`config.mk`:
```
export PLATFORM = sky130hd
export DESIGN_NAME = vrmfc_core
export DESIGN_NICKNAME = d
export VERILOG_FILES = /design/src/verilog/vrmfc_pkg.sv /design/src/verilog/vrmfc_core.sv
export SDC_FILE = /design/constraint.sdc
export NUM_CORES = 1
export LEC_CHECK = 0
export BUFFER_PORTS_ARGS = -buffer_cell sky130_fd_sc_hd__clkbuf_2
export CORE_ASPECT_RATIO = 0.5
export CORE_MARGIN = 8
export CORE_UTILIZATION = 45
export CTS_CLUSTER_DIAMETER = 30
export CTS_CLUSTER_SIZE = 14
export DETAILED_ROUTE_END_ITERATION = 8
export PLACE_DENSITY = 0.69
export SYNTH_ARGS = -nofsm -noshare
export SYNTH_HDL_FRONTEND = slang
export SYNTH_SLANG_ARGS = --single-unit
```
`constraint.sdc`:
```
create_clock -name clk_sys -period 1.96 [get_ports clk_sys]
set_clock_uncertainty 0.2 [all_clocks]
set_input_delay 0.196 -clock clk_sys [delete_from_list [all_inputs] [get_ports clk_sys]]
set_output_delay 0.196 -clock clk_sys [all_outputs]
set_load 0.01 [all_outputs]
```
`src/verilog/vrmfc_pkg.sv`:
```
package vrmfc_pkg;

  // ----------------------------------------
  // timing
  // ----------------------------------------
  localparam int CLK_PERIOD_NS = 100;
  localparam int OC_TIME_NS = 120000;
  localparam int OC_CYCLES = (OC_TIME_NS + CLK_PERIOD_NS - 1) / CLK_PERIOD_NS;
  localparam int WOC_TIME_NS = 2000;
  // leave room for the pin synchroniser and the latch so the trip lands inside the limit
  localparam int WOC_CYCLES = WOC_TIME_NS / CLK_PERIOD_NS - 4;
  localparam int OVUV_TIME_NS = 1000000;
  localparam int OVUV_CYCLES_DEF = (OVUV_TIME_NS + CLK_PERIOD_NS - 1) / CLK_PERIOD_NS;
  localparam int TMR_W = 14;
  localparam int MODE_QUAL_CYCLES = 7;

  // ----------------------------------------
  // voltage code: 12.5 mV steps below 1.5 V
  // ----------------------------------------
  localparam logic [6:0] STEPS_AT_ZERO = 7'h78;
  localparam logic [3:0] VCODE_OFF_TOP = 4'hf;

  // ----------------------------------------
  // faults and interrupt events
  // ----------------------------------------
  localparam int F_OC = 0;
  localparam int F_WOC = 1;
  localparam int F_OV = 2;
  localparam int F_UV = 3;
  localparam int NFAULT = 4;
  localparam int IRQ_PGDIN = 4;
  localparam int IRQ_WOV = 5;
  localparam int IRQ_MODE = 6;
  localparam int IRQ_W = 7;

  // ----------------------------------------
  // register map
  // ----------------------------------------
  localparam int ADDR_W = 8;
  localparam logic [ADDR_W-1:0] REG_CTRL = 8'h00;
  localparam logic [ADDR_W-1:0] REG_STATUS = 8'h04;
  localparam logic [ADDR_W-1:0] REG_IRQ_STAT = 8'h08;
  localparam logic [ADDR_W-1:0] REG_IRQ_MASK = 8'h0c;
  localparam int CTRL_DEM_ALLOW = 0;
  localparam logic CTRL_DEM_ALLOW_RST = 1'h1;
  localparam logic [IRQ_W-1:0] IRQ_MASK_RST = 7'h00;
  localparam int ST_MODE = 0;
  localparam int ST_FAULT = 2;
  localparam int ST_PGDIN = 6;
  localparam int ST_WOV = 7;
  localparam int ST_POWER_GOOD_OUT = 9;
  localparam int ST_SLEW = 10;
  localparam logic [1:0] RESP_OKAY = 2'h0;
  localparam logic [1:0] RESP_SLVERR = 2'h2;

  // ----------------------------------------
  // types
  // ----------------------------------------
  typedef enum logic [1:0] {MODE_CCM, MODE_DEM, MODE_ENHANCED_DIODE_EMULATION} vrmfc_mode_t;
  typedef enum logic [1:0] {WOV_IDLE, WOV_CLAMP, WOV_OFF} vrmfc_wov_t;

  typedef struct packed {
    logic deeperStopN;
    logic freqDecreaseEnable;
    logic deeperSleepReq;
    logic regulatorOn;
    logic powerGoodIn;
    logic [6:0] voltageCode;
    logic swCycle;
    logic pwmReq;
    logic lsCurrentRev;
    logic ocTrip;
    logic wocTrip;
    logic ovTrip;
    logic uvTrip;
    logic wovHigh;
    logic wovLow;
  } vrmfc_pins_t;

  typedef struct packed {
    logic highOn;
    logic lowOn;
    logic driveEn;
  } vrmfc_gate_t;

  typedef struct packed {
    logic awvalid;
    logic [ADDR_W-1:0] awaddr;
    logic wvalid;
    logic [31:0] wdata;
    logic [3:0] wstrb;
    logic bready;
    logic arvalid;
    logic [ADDR_W-1:0] araddr;
    logic rready;
  } vrmfc_axi_req_t;

  typedef struct packed {
    logic awready;
    logic wready;
    logic bvalid;
    logic [1:0] bresp;
    logic arready;
    logic rvalid;
    logic [31:0] rdata;
    logic [1:0] rresp;
  } vrmfc_axi_rsp_t;

endpackage

```
`src/verilog/vrmfc_core.sv`:
```
// Local design decisions: the register offsets and the AXI4-Lite slave port.
`timescale 1ns/100ps
// Behaviour
// (RULE_01) regulate to code; zero code is 1.5 V
// (RULE_02) top four code bits ones give 0 V
// (RULE_03) stop low, fde low, sleep high: diode emulation
// (RULE_04) stop low, fde high: enhanced emulation, boost window
// (RULE_05) all other input combinations: forced continuous
// (RULE_06) emulation turns low side off on reversal
// (RULE_07) requests under seven switching periods are ignored
// (RULE_08) sleep low selects fast slew
// (RULE_09) sleep high selects slow slew
// (RULE_10) overcurrent 120us, way-over 2us, ov/uv 1ms
// (RULE_11) declared fault: drive off, power-good latched low
// (RULE_12) fault latches cleared by regulator-on toggle only
// (RULE_13) above 1.7V clamp low side, then latch off
// (RULE_14) way-overvoltage detector always active, clamp repeats
// (RULE_15) power-good-in fall latches off until regulator-on toggle
// (RULE_16) system may tie fde to sleep
// (RULE_17) system may hold fde high, stop low
// (RULE_18) persistence timers restart when condition drops
// (RULE_19) qualification counter restarts on request change
module vrmfc_core #(
  parameter int OVUV_CYCLES = vrmfc_pkg::OVUV_CYCLES_DEF
)(
  // clock, reset, enable
  input logic clk_sys,
  input logic nrst,
  input logic clkEn,
  // power-management and comparator pins
  input vrmfc_pkg::vrmfc_pins_t pins,
  // register bus
  input vrmfc_pkg::vrmfc_axi_req_t axiReq,
  output vrmfc_pkg::vrmfc_axi_rsp_t axiRsp,
  // regulator controls
  output vrmfc_pkg::vrmfc_gate_t gate,
  output logic powerGoodOut,
  output vrmfc_pkg::vrmfc_mode_t modeOut,
  output logic windowBoost,
  output logic slewFast,
  output logic [6:0] targetStep,
  output logic irq
);
  import vrmfc_pkg::*;

  localparam int TMR_LIMIT [NFAULT] = '{OC_CYCLES, WOC_CYCLES, OVUV_CYCLES, OVUV_CYCLES};

  // ----------------------------------------
  // pin synchroniser
  // ----------------------------------------
  vrmfc_pins_t pinM;
  vrmfc_pins_t pinS;

  always_ff @(posedge clk_sys or negedge nrst)
    if (!nrst)
    begin
      pinM <= '0;
      pinS <= '0;
    end
    else if (clkEn)
    begin
      pinM <= pins;
      pinS <= pinM;
    end

  logic swPrevQ;
  logic roPrevQ;
  logic pgdPrevQ;
  logic swPulse;
  logic roToggle;
  logic pgdFall;

  always_ff @(posedge clk_sys or negedge nrst)
    if (!nrst)
    begin
      swPrevQ <= 1'h0;
      roPrevQ <= 1'h0;
      pgdPrevQ <= 1'h0;
    end
    else if (clkEn)
    begin
      swPrevQ <= pinS.swCycle;
      roPrevQ <= pinS.regulatorOn;
      pgdPrevQ <= pinS.powerGoodIn;
    end

  assign swPulse = pinS.swCycle && !swPrevQ;
  // either edge of regulator-on counts as a toggle
  assign roToggle = pinS.regulatorOn != roPrevQ;
  assign pgdFall = pgdPrevQ && !pinS.powerGoodIn;

  // ----------------------------------------
  // voltage code and slew
  // ----------------------------------------
  logic [6:0] targetQ;
  logic slewFastQ;

  always_ff @(posedge clk_sys or negedge nrst)
    if (!nrst)
      targetQ <= 7'h00;
    else if (clkEn)
    begin
      if (pinS.voltageCode[6:3] == VCODE_OFF_TOP)
        targetQ <= 7'h00; // [RULE_02]
      else
        targetQ <= STEPS_AT_ZERO - pinS.voltageCode; // [RULE_01]
    end

  always_ff @(posedge clk_sys or negedge nrst)
    if (!nrst)
      slewFastQ <= 1'h1;
    else if (clkEn)
      slewFastQ <= !pinS.deeperSleepReq; // [RULE_08] [RULE_09]

  // ----------------------------------------
  // mode decode and qualification
  // ----------------------------------------
  logic ctrlDemAllowQ;
  vrmfc_mode_t reqMode;
  vrmfc_mode_t reqPrevQ;
  vrmfc_mode_t modeQ;
  vrmfc_mode_t modeD;
  logic [2:0] qualCntQ;
  logic qualDone;
  logic boostQ;

  always_comb
  begin
    reqMode = MODE_CCM; // [RULE_05]
    if (!pinS.deeperStopN && pinS.freqDecreaseEnable)
      reqMode = MODE_ENHANCED_DIODE_EMULATION; // [RULE_04]
    else if (!pinS.deeperStopN && pinS.deeperSleepReq)
      reqMode = MODE_DEM; // [RULE_03]
    // software can veto emulation altogether
    if (!ctrlDemAllowQ)
      reqMode = MODE_CCM;
  end

  assign qualDone = swPulse && reqMode == reqPrevQ && reqMode != modeQ
                    && qualCntQ == 3'(MODE_QUAL_CYCLES - 1); // [RULE_07]
  assign modeD = qualDone ? reqMode : modeQ;

  always_ff @(posedge clk_sys or negedge nrst)
    if (!nrst)
    begin
      reqPrevQ <= MODE_CCM;
      qualCntQ <= 3'h0;
    end
    else if (clkEn)
    begin
      reqPrevQ <= reqMode;
      if (reqMode != reqPrevQ || reqMode == modeQ || qualDone)
        qualCntQ <= 3'h0; // [RULE_19]
      else if (swPulse)
        qualCntQ <= qualCntQ + 3'h1; // [RULE_19]
    end

  always_ff @(posedge clk_sys or negedge nrst)
    if (!nrst)
    begin
      modeQ <= MODE_CCM;
      boostQ <= 1'h0;
    end
    else if (clkEn)
    begin
      modeQ <= modeD;
      boostQ <= modeD == MODE_ENHANCED_DIODE_EMULATION; // [RULE_04]
    end

  // ----------------------------------------
  // fault persistence timers
  // ----------------------------------------
  logic [NFAULT-1:0] faultCond;
  logic [NFAULT-1:0] tmrHit;

  assign faultCond = {pinS.uvTrip, pinS.ovTrip, pinS.wocTrip, pinS.ocTrip};

  for (genvar i = 0; i < NFAULT; i++)
  begin : g_tmr
    logic [TMR_W-1:0] cntQ;

    always_ff @(posedge clk_sys or negedge nrst)
      if (!nrst)
        cntQ <= '0;
      else if (clkEn)
      begin
        if (!faultCond[i] || tmrHit[i])
          cntQ <= '0; // [RULE_18]
        else
          cntQ <= cntQ + 1'b1;
      end

    assign tmrHit[i] = faultCond[i] && cntQ == TMR_W'(TMR_LIMIT[i] - 1); // [RULE_10]
  end

  // ----------------------------------------
  // fault latches
  // ----------------------------------------
  logic [NFAULT-1:0] faultQ;
  logic pgdLatchQ;
  vrmfc_wov_t wovQ;
  logic anyOff;

  // a trip landing on the toggle cycle still latches
  always_ff @(posedge clk_sys or negedge nrst)
    if (!nrst)
    begin
      faultQ <= '0;
      pgdLatchQ <= 1'h0;
    end
    else if (clkEn)
    begin
      faultQ <= (faultQ & {NFAULT{!roToggle}}) | tmrHit; // [RULE_12]
      pgdLatchQ <= pgdFall | (pgdLatchQ & !roToggle); // [RULE_15]
    end

  // only a supply cycle (nrst) returns the off state to idle; wovHigh takes it back to clamp
  always_ff @(posedge clk_sys or negedge nrst)
    if (!nrst)
      wovQ <= WOV_IDLE;
    else if (clkEn)
    begin
      case (wovQ)
        WOV_IDLE:
          if (pinS.wovHigh)
            wovQ <= WOV_CLAMP; // [RULE_13]
        WOV_CLAMP:
          if (pinS.wovLow)
            wovQ <= WOV_OFF; // [RULE_13]
        WOV_OFF:
          if (pinS.wovHigh)
            wovQ <= WOV_CLAMP; // [RULE_14]
        default:
          wovQ <= WOV_IDLE;
      endcase
    end

  assign anyOff = (|faultQ) || pgdLatchQ || wovQ == WOV_OFF || !pinS.regulatorOn;

  // ----------------------------------------
  // gate drive and power good
  // ----------------------------------------
  vrmfc_gate_t gateQ;
  logic pgoodQ;

  always_ff @(posedge clk_sys or negedge nrst)
    if (!nrst)
    begin
      gateQ <= '0;
      pgoodQ <= 1'h0;
    end
    else if (clkEn)
    begin
      // clamp overrides every other fault
      if (wovQ == WOV_CLAMP)
        gateQ <= '{highOn: 1'h0, lowOn: 1'h1, driveEn: 1'h1}; // [RULE_13] [RULE_14]
      else if (anyOff)
        gateQ <= '0; // [RULE_11]
      else
      begin
        gateQ.highOn <= pinS.pwmReq;
        gateQ.lowOn <= !pinS.pwmReq && !(modeQ != MODE_CCM && pinS.lsCurrentRev); // [RULE_06]
        gateQ.driveEn <= 1'h1;
      end
      pgoodQ <= !anyOff && wovQ == WOV_IDLE; // [RULE_11] [RULE_15]
    end

  // ----------------------------------------
  // interrupts
  // ----------------------------------------
  logic [IRQ_W-1:0] irqEv;
  logic [IRQ_W-1:0] irqClr;
  logic [IRQ_W-1:0] irqStatQ;
  logic [IRQ_W-1:0] irqStatD;
  logic [IRQ_W-1:0] maskQ;
  logic irqQ;
  logic wovEnter;

  assign wovEnter = wovQ != WOV_CLAMP && pinS.wovHigh;
  assign irqEv = {qualDone, wovEnter, pgdFall, tmrHit};
  // set wins over a simultaneous write-one clear
  assign irqStatD = (irqStatQ & ~irqClr) | irqEv;

  always_ff @(posedge clk_sys or negedge nrst)
    if (!nrst)
    begin
      irqStatQ <= '0;
      irqQ <= 1'h0;
    end
    else if (clkEn)
    begin
      irqStatQ <= irqStatD;
      irqQ <= |(irqStatD & maskQ);
    end

  // ----------------------------------------
  // register bus: write path
  // ----------------------------------------
  logic awReadyQ;
  logic wReadyQ;
  logic awHeldQ;
  logic wHeldQ;
  logic bValidQ;
  logic [1:0] bRespQ;
  logic [ADDR_W-1:0] awAddrQ;
  logic [31:0] wDataQ;
  logic [3:0] wStrbQ;
  logic wrFire;
  logic wrMapped;

  assign wrFire = awHeldQ && wHeldQ && !bValidQ;
  assign wrMapped = awAddrQ == REG_CTRL || awAddrQ == REG_STATUS
                    || awAddrQ == REG_IRQ_STAT || awAddrQ == REG_IRQ_MASK;
  assign irqClr = (wrFire && awAddrQ == REG_IRQ_STAT && wStrbQ[0]) ? wDataQ[IRQ_W-1:0] : '0;

  always_ff @(posedge clk_sys or negedge nrst)
    if (!nrst)
    begin
      awReadyQ <= 1'h1;
      wReadyQ <= 1'h1;
      awHeldQ <= 1'h0;
      wHeldQ <= 1'h0;
      bValidQ <= 1'h0;
      bRespQ <= RESP_OKAY;
      awAddrQ <= '0;
      wDataQ <= 32'h0;
      wStrbQ <= 4'h0;
    end
    else if (clkEn)
    begin
      if (axiReq.awvalid && awReadyQ)
      begin
        awHeldQ <= 1'h1;
        awReadyQ <= 1'h0;
        awAddrQ <= axiReq.awaddr;
      end
      if (axiReq.wvalid && wReadyQ)
      begin
        wHeldQ <= 1'h1;
        wReadyQ <= 1'h0;
        wDataQ <= axiReq.wdata;
        wStrbQ <= axiReq.wstrb;
      end
      if (wrFire)
      begin
        bValidQ <= 1'h1;
        bRespQ <= wrMapped ? RESP_OKAY : RESP_SLVERR;
      end
      if (bValidQ && axiReq.bready)
      begin
        bValidQ <= 1'h0;
        awHeldQ <= 1'h0;
        wHeldQ <= 1'h0;
        awReadyQ <= 1'h1;
        wReadyQ <= 1'h1;
      end
    end

  always_ff @(posedge clk_sys or negedge nrst)
    if (!nrst)
    begin
      ctrlDemAllowQ <= CTRL_DEM_ALLOW_RST;
      maskQ <= IRQ_MASK_RST;
    end
    else if (clkEn && wrFire && wStrbQ[0])
    begin
      if (awAddrQ == REG_CTRL)
        ctrlDemAllowQ <= wDataQ[CTRL_DEM_ALLOW];
      if (awAddrQ == REG_IRQ_MASK)
        maskQ <= wDataQ[IRQ_W-1:0];
    end

  // ----------------------------------------
  // register bus: read path
  // ----------------------------------------
  logic arReadyQ;
  logic rValidQ;
  logic [31:0] rDataQ;
  logic [1:0] rRespQ;
  logic [31:0] rdMux;
  logic rdMapped;

  always_comb
  begin
    rdMux = 32'h0;
    rdMapped = 1'h1;
    case (axiReq.araddr)
      REG_CTRL:
        rdMux[CTRL_DEM_ALLOW] = ctrlDemAllowQ;
      REG_STATUS:
      begin
        rdMux[ST_MODE +: 2] = modeQ;
        rdMux[ST_FAULT +: NFAULT] = faultQ;
        rdMux[ST_PGDIN] = pgdLatchQ;
        rdMux[ST_WOV +: 2] = wovQ;
        rdMux[ST_POWER_GOOD_OUT] = pgoodQ;
        rdMux[ST_SLEW] = slewFastQ;
      end
      REG_IRQ_STAT:
        rdMux[IRQ_W-1:0] = irqStatQ;
      REG_IRQ_MASK:
        rdMux[IRQ_W-1:0] = maskQ;
      default:
        rdMapped = 1'h0;
    endcase
  end

  always_ff @(posedge clk_sys or negedge nrst)
    if (!nrst)
    begin
      arReadyQ <= 1'h1;
      rValidQ <= 1'h0;
      rDataQ <= 32'h0;
      rRespQ <= RESP_OKAY;
    end
    else if (clkEn)
    begin
      if (axiReq.arvalid && arReadyQ)
      begin
        arReadyQ <= 1'h0;
        rValidQ <= 1'h1;
        rDataQ <= rdMux;
        rRespQ <= rdMapped ? RESP_OKAY : RESP_SLVERR;
      end
      else if (rValidQ && axiReq.rready)
      begin
        rValidQ <= 1'h0;
        arReadyQ <= 1'h1;
      end
    end

  // ----------------------------------------
  // outputs
  // ----------------------------------------
  assign axiRsp = '{awready: awReadyQ, wready: wReadyQ, bvalid: bValidQ, bresp: bRespQ,
                    arready: arReadyQ, rvalid: rValidQ, rdata: rDataQ, rresp: rRespQ};
  assign gate = gateQ;
  assign powerGoodOut = pgoodQ;
  assign modeOut = modeQ;
  assign windowBoost = boostQ;
  assign slewFast = slewFastQ;
  assign targetStep = targetQ;
  assign irq = irqQ;
endmodule

```
==> metrics.cfg <==
[detailed_routing]
drc=0
ant_nets=0
vias=6555
avgRoutedWirePerCell_um=16.5
drt_iter0_drc=521
viasPerCell=5.36
dr.pass1.iters=6
drt-total-wl_um=20100

[timing]
setup_viol=26
max_freq_mhz=458
hold_viol=0
drv_slew=0
fin_ws_ns=-0.223
fin_crit_sh_pct=111
min_period_ns=2.18
rsz0062_at_grt=true

[power]
p_switching_uw=2860
combPwrFrac_pct=16.7
power.share.sequential_pct=48.3
leakage_uw=0.00503
clkPwrFrac_pct=35.0
peakVddDrop_v=0.000552
switching_share_pct=29.4
power_density_mw_per_mm2=893
internal_power_uw=6880

[logic_synthesis]
yosys_most_used_dff=dfrtp_1
ys_types=64
synthCells=771
synth_edf_count=0
ys_ff_latch=180
synth_area_mm2=0.00840
ys_seq_area_share_pct=53.7
postSynth.asyncResetShare_pct=100
syn_avg_cell_area_um2=10.9
yosys_warnings=0

[clock_network]
clk_path_buf_depth=2
path_clk_slew_ns=0.08
clk_latency_ns=0.43
htreeDepth=4
cts_buffers=17
clock_sinks=180
cts_root_buf=clkbuf_16
cts_tree=yes

[layout]
layout_common_cells=dfrtp_1, clkbuf_2, nand2_1
final_util_pct=59.5
multi_input_area_mm2=0.00388
drive_above_1_share_pct=33.8
syn_to_final_growth_pct=29.9
register_area_mm2=0.00451
nets=1057
fillers=1440
stdcell_count=1223
layout_commonest_cell=dfrtp_1

[global_route]
antenna_found_initial=1
grt_use_total_pct=17.0
first_global_vias=6682
grt_max_degree=55
grt_pass1_wl_um=33000
grt-ovfl-total=0

[run_status]
status=complete, but fails checks
violations=setup timing

[worst_setup_path]
critPathLaunchType=flop
worstPathMaxFanout=6
reg2regPathDepth=6
cp.arrival_ns=2.29
ff2ff_setup_slack_ns=-0.22
end_kind=flop
r2r-start=awAddrQ[1]
crit_required_ns=2.07
r2r-end=maskQ[1]
criticalPathCategory=flop to flop

[hold_path]
worstHoldStart=axiReq[4]
holdPathStages=3
hold_class=input pin to flop
min_to=rDataQ[4]

[floorplan]
die_h_um=113
core-area_mm2=0.0183
num_io_pins=138
die_area_mm2=0.0236
initial_core_util_pct=45.8
fp.dieW_um=209
row_count=35

[placed_design]
io_buffer_count=86
dp_hpwl_um=13700
place_congestion=0.927
dp_cells=1130

[job]
cap_violations=0

## per-stage QoR
step                      instance area (um2)  TNS, ns  hold slack [ns]  power, uW  setup slack [ns]
after floorplan                          8520    -1.37           -0.300       5550            -0.160
after global placement                   9480    -2.00          -0.0534       6080            -0.221
after detailed placement                 9480    -3.10          -0.0419       6140            -0.295
after CTS                               10700    -2.00          0.00984       9710            -0.204
after global routing                    10900    -5.41           0.0657      10200            -0.294
final                                   10900    -3.04           0.0257       9750            -0.223
## layout make-up
cell class | instances | area share [%]
multi-input cells | 544 | 35.6
clock buffers | 17 | 3.90
repair buffers | 208 | 14.3
diodes | 1 | 0.0229
well taps | 240 | 2.75
clock inverters | 15 | 1.46
flip-flops and latches | 180 | 41.3
inverters | 18 | 0.619
## flip-flops by register name, summed over array words and instances (netlist names), 4 cells and up
| register | cells |
|---|---|
| rDataQ | 11 |
| faultQ | 4 |
| g_tmr.cntQ | 56 |
| targetStep | 7 |
| pinM | 21 |
| maskQ | 7 |
| wDataQ | 7 |
| awAddrQ | 8 |
| faultCond | 4 |
| pinS | 17 |
| irqStatQ | 7 |
## what timing repair did
action	4_1_cts	5_1_grt
hold buffers	46	0
endpoints found under the hold margin	224	0
setup endpoints to repair	30	67
setup buffers	6	7
gates cloned	0	1
gates resized for setup	28	45
pin swaps	16	24
## cells in the mapped netlist, drive strengths merged, types with 7 or more instances
library cell / n / area, um2
nand2b: 12 / 75.1
nor2b: 8 / 50.1
nand3: 30 / 150
nor4: 7 / 58.8
a22o: 7 / 61.3
nand2: 87 / 327
mux2: 76 / 856
inv: 18 / 67.6
and3: 12 / 75.1
nand4: 22 / 138
ha: 7 / 87.6
dfrtp: 175 / 4380
o2bb2ai: 14 / 123
nor2: 65 / 246
clkbuf: 20 / 75.1
a21oi: 12 / 60.1
o21ai: 38 / 190
buf: 31 / 225
xor2: 23 / 201
nor3: 11 / 55.1
xnor2: 16 / 140
## worst max-delay path, cell delays in order (launching register included)
cell and delay (ns):
dfrtp_1 0.38, or4_4 0.58, nor2_4 0.14, nand4_1 0.16
nor2_4 0.16, buf_12 0.14, mux2_4 0.29
## power groups by stage
stage | registers [uW] | logic (uW) | clock network [uW]
after floorplan | 4610 | 938 | 0
after global placement | 4710 | 1380 | 0
after detailed placement | 4730 | 1410 | 0
after CTS | 4680 | 1560 | 3470
after global routing | 4780 | 1790 | 3600
final | 4700 | 1630 | 3410
## logic make-up after synthesis
group | count (synthesis) | synth area share, %
xor+xnor | 39 | 4.06
mux | 83 | 11.2
flops | 180 | 53.7
simple gates | 286 | 17.1
buf+inv | 69 | 4.38
compound gates | 106 | 8.53
fa+ha+maj | 7 | 1.04
other cells | 1 | 0.0446
## worst max-delay path by stage
stage	start	end	cells past startpoint
2_1_floorplan	awAddrQ[1]	irq	5
3_3_place_gp	awAddrQ[1]	irq	6
3_5_place_dp	awAddrQ[1]	irq	6
4_1_cts	awAddrQ[4]	maskQ[3]	6
5_1_grt	awAddrQ[1]	irq	6
6_report	awAddrQ[1]	maskQ[1]	6
## routing by layer
metal  vias up  part of all wire, %  track usage [%]
li1       3070                    -                -
met1      3302                   44             21.5
met2       147                   50             28.9
met3        36                  4.0             2.84
met4         0                  2.1             6.26
met5         -                    0                0
(Power assumes the default switching activity.)
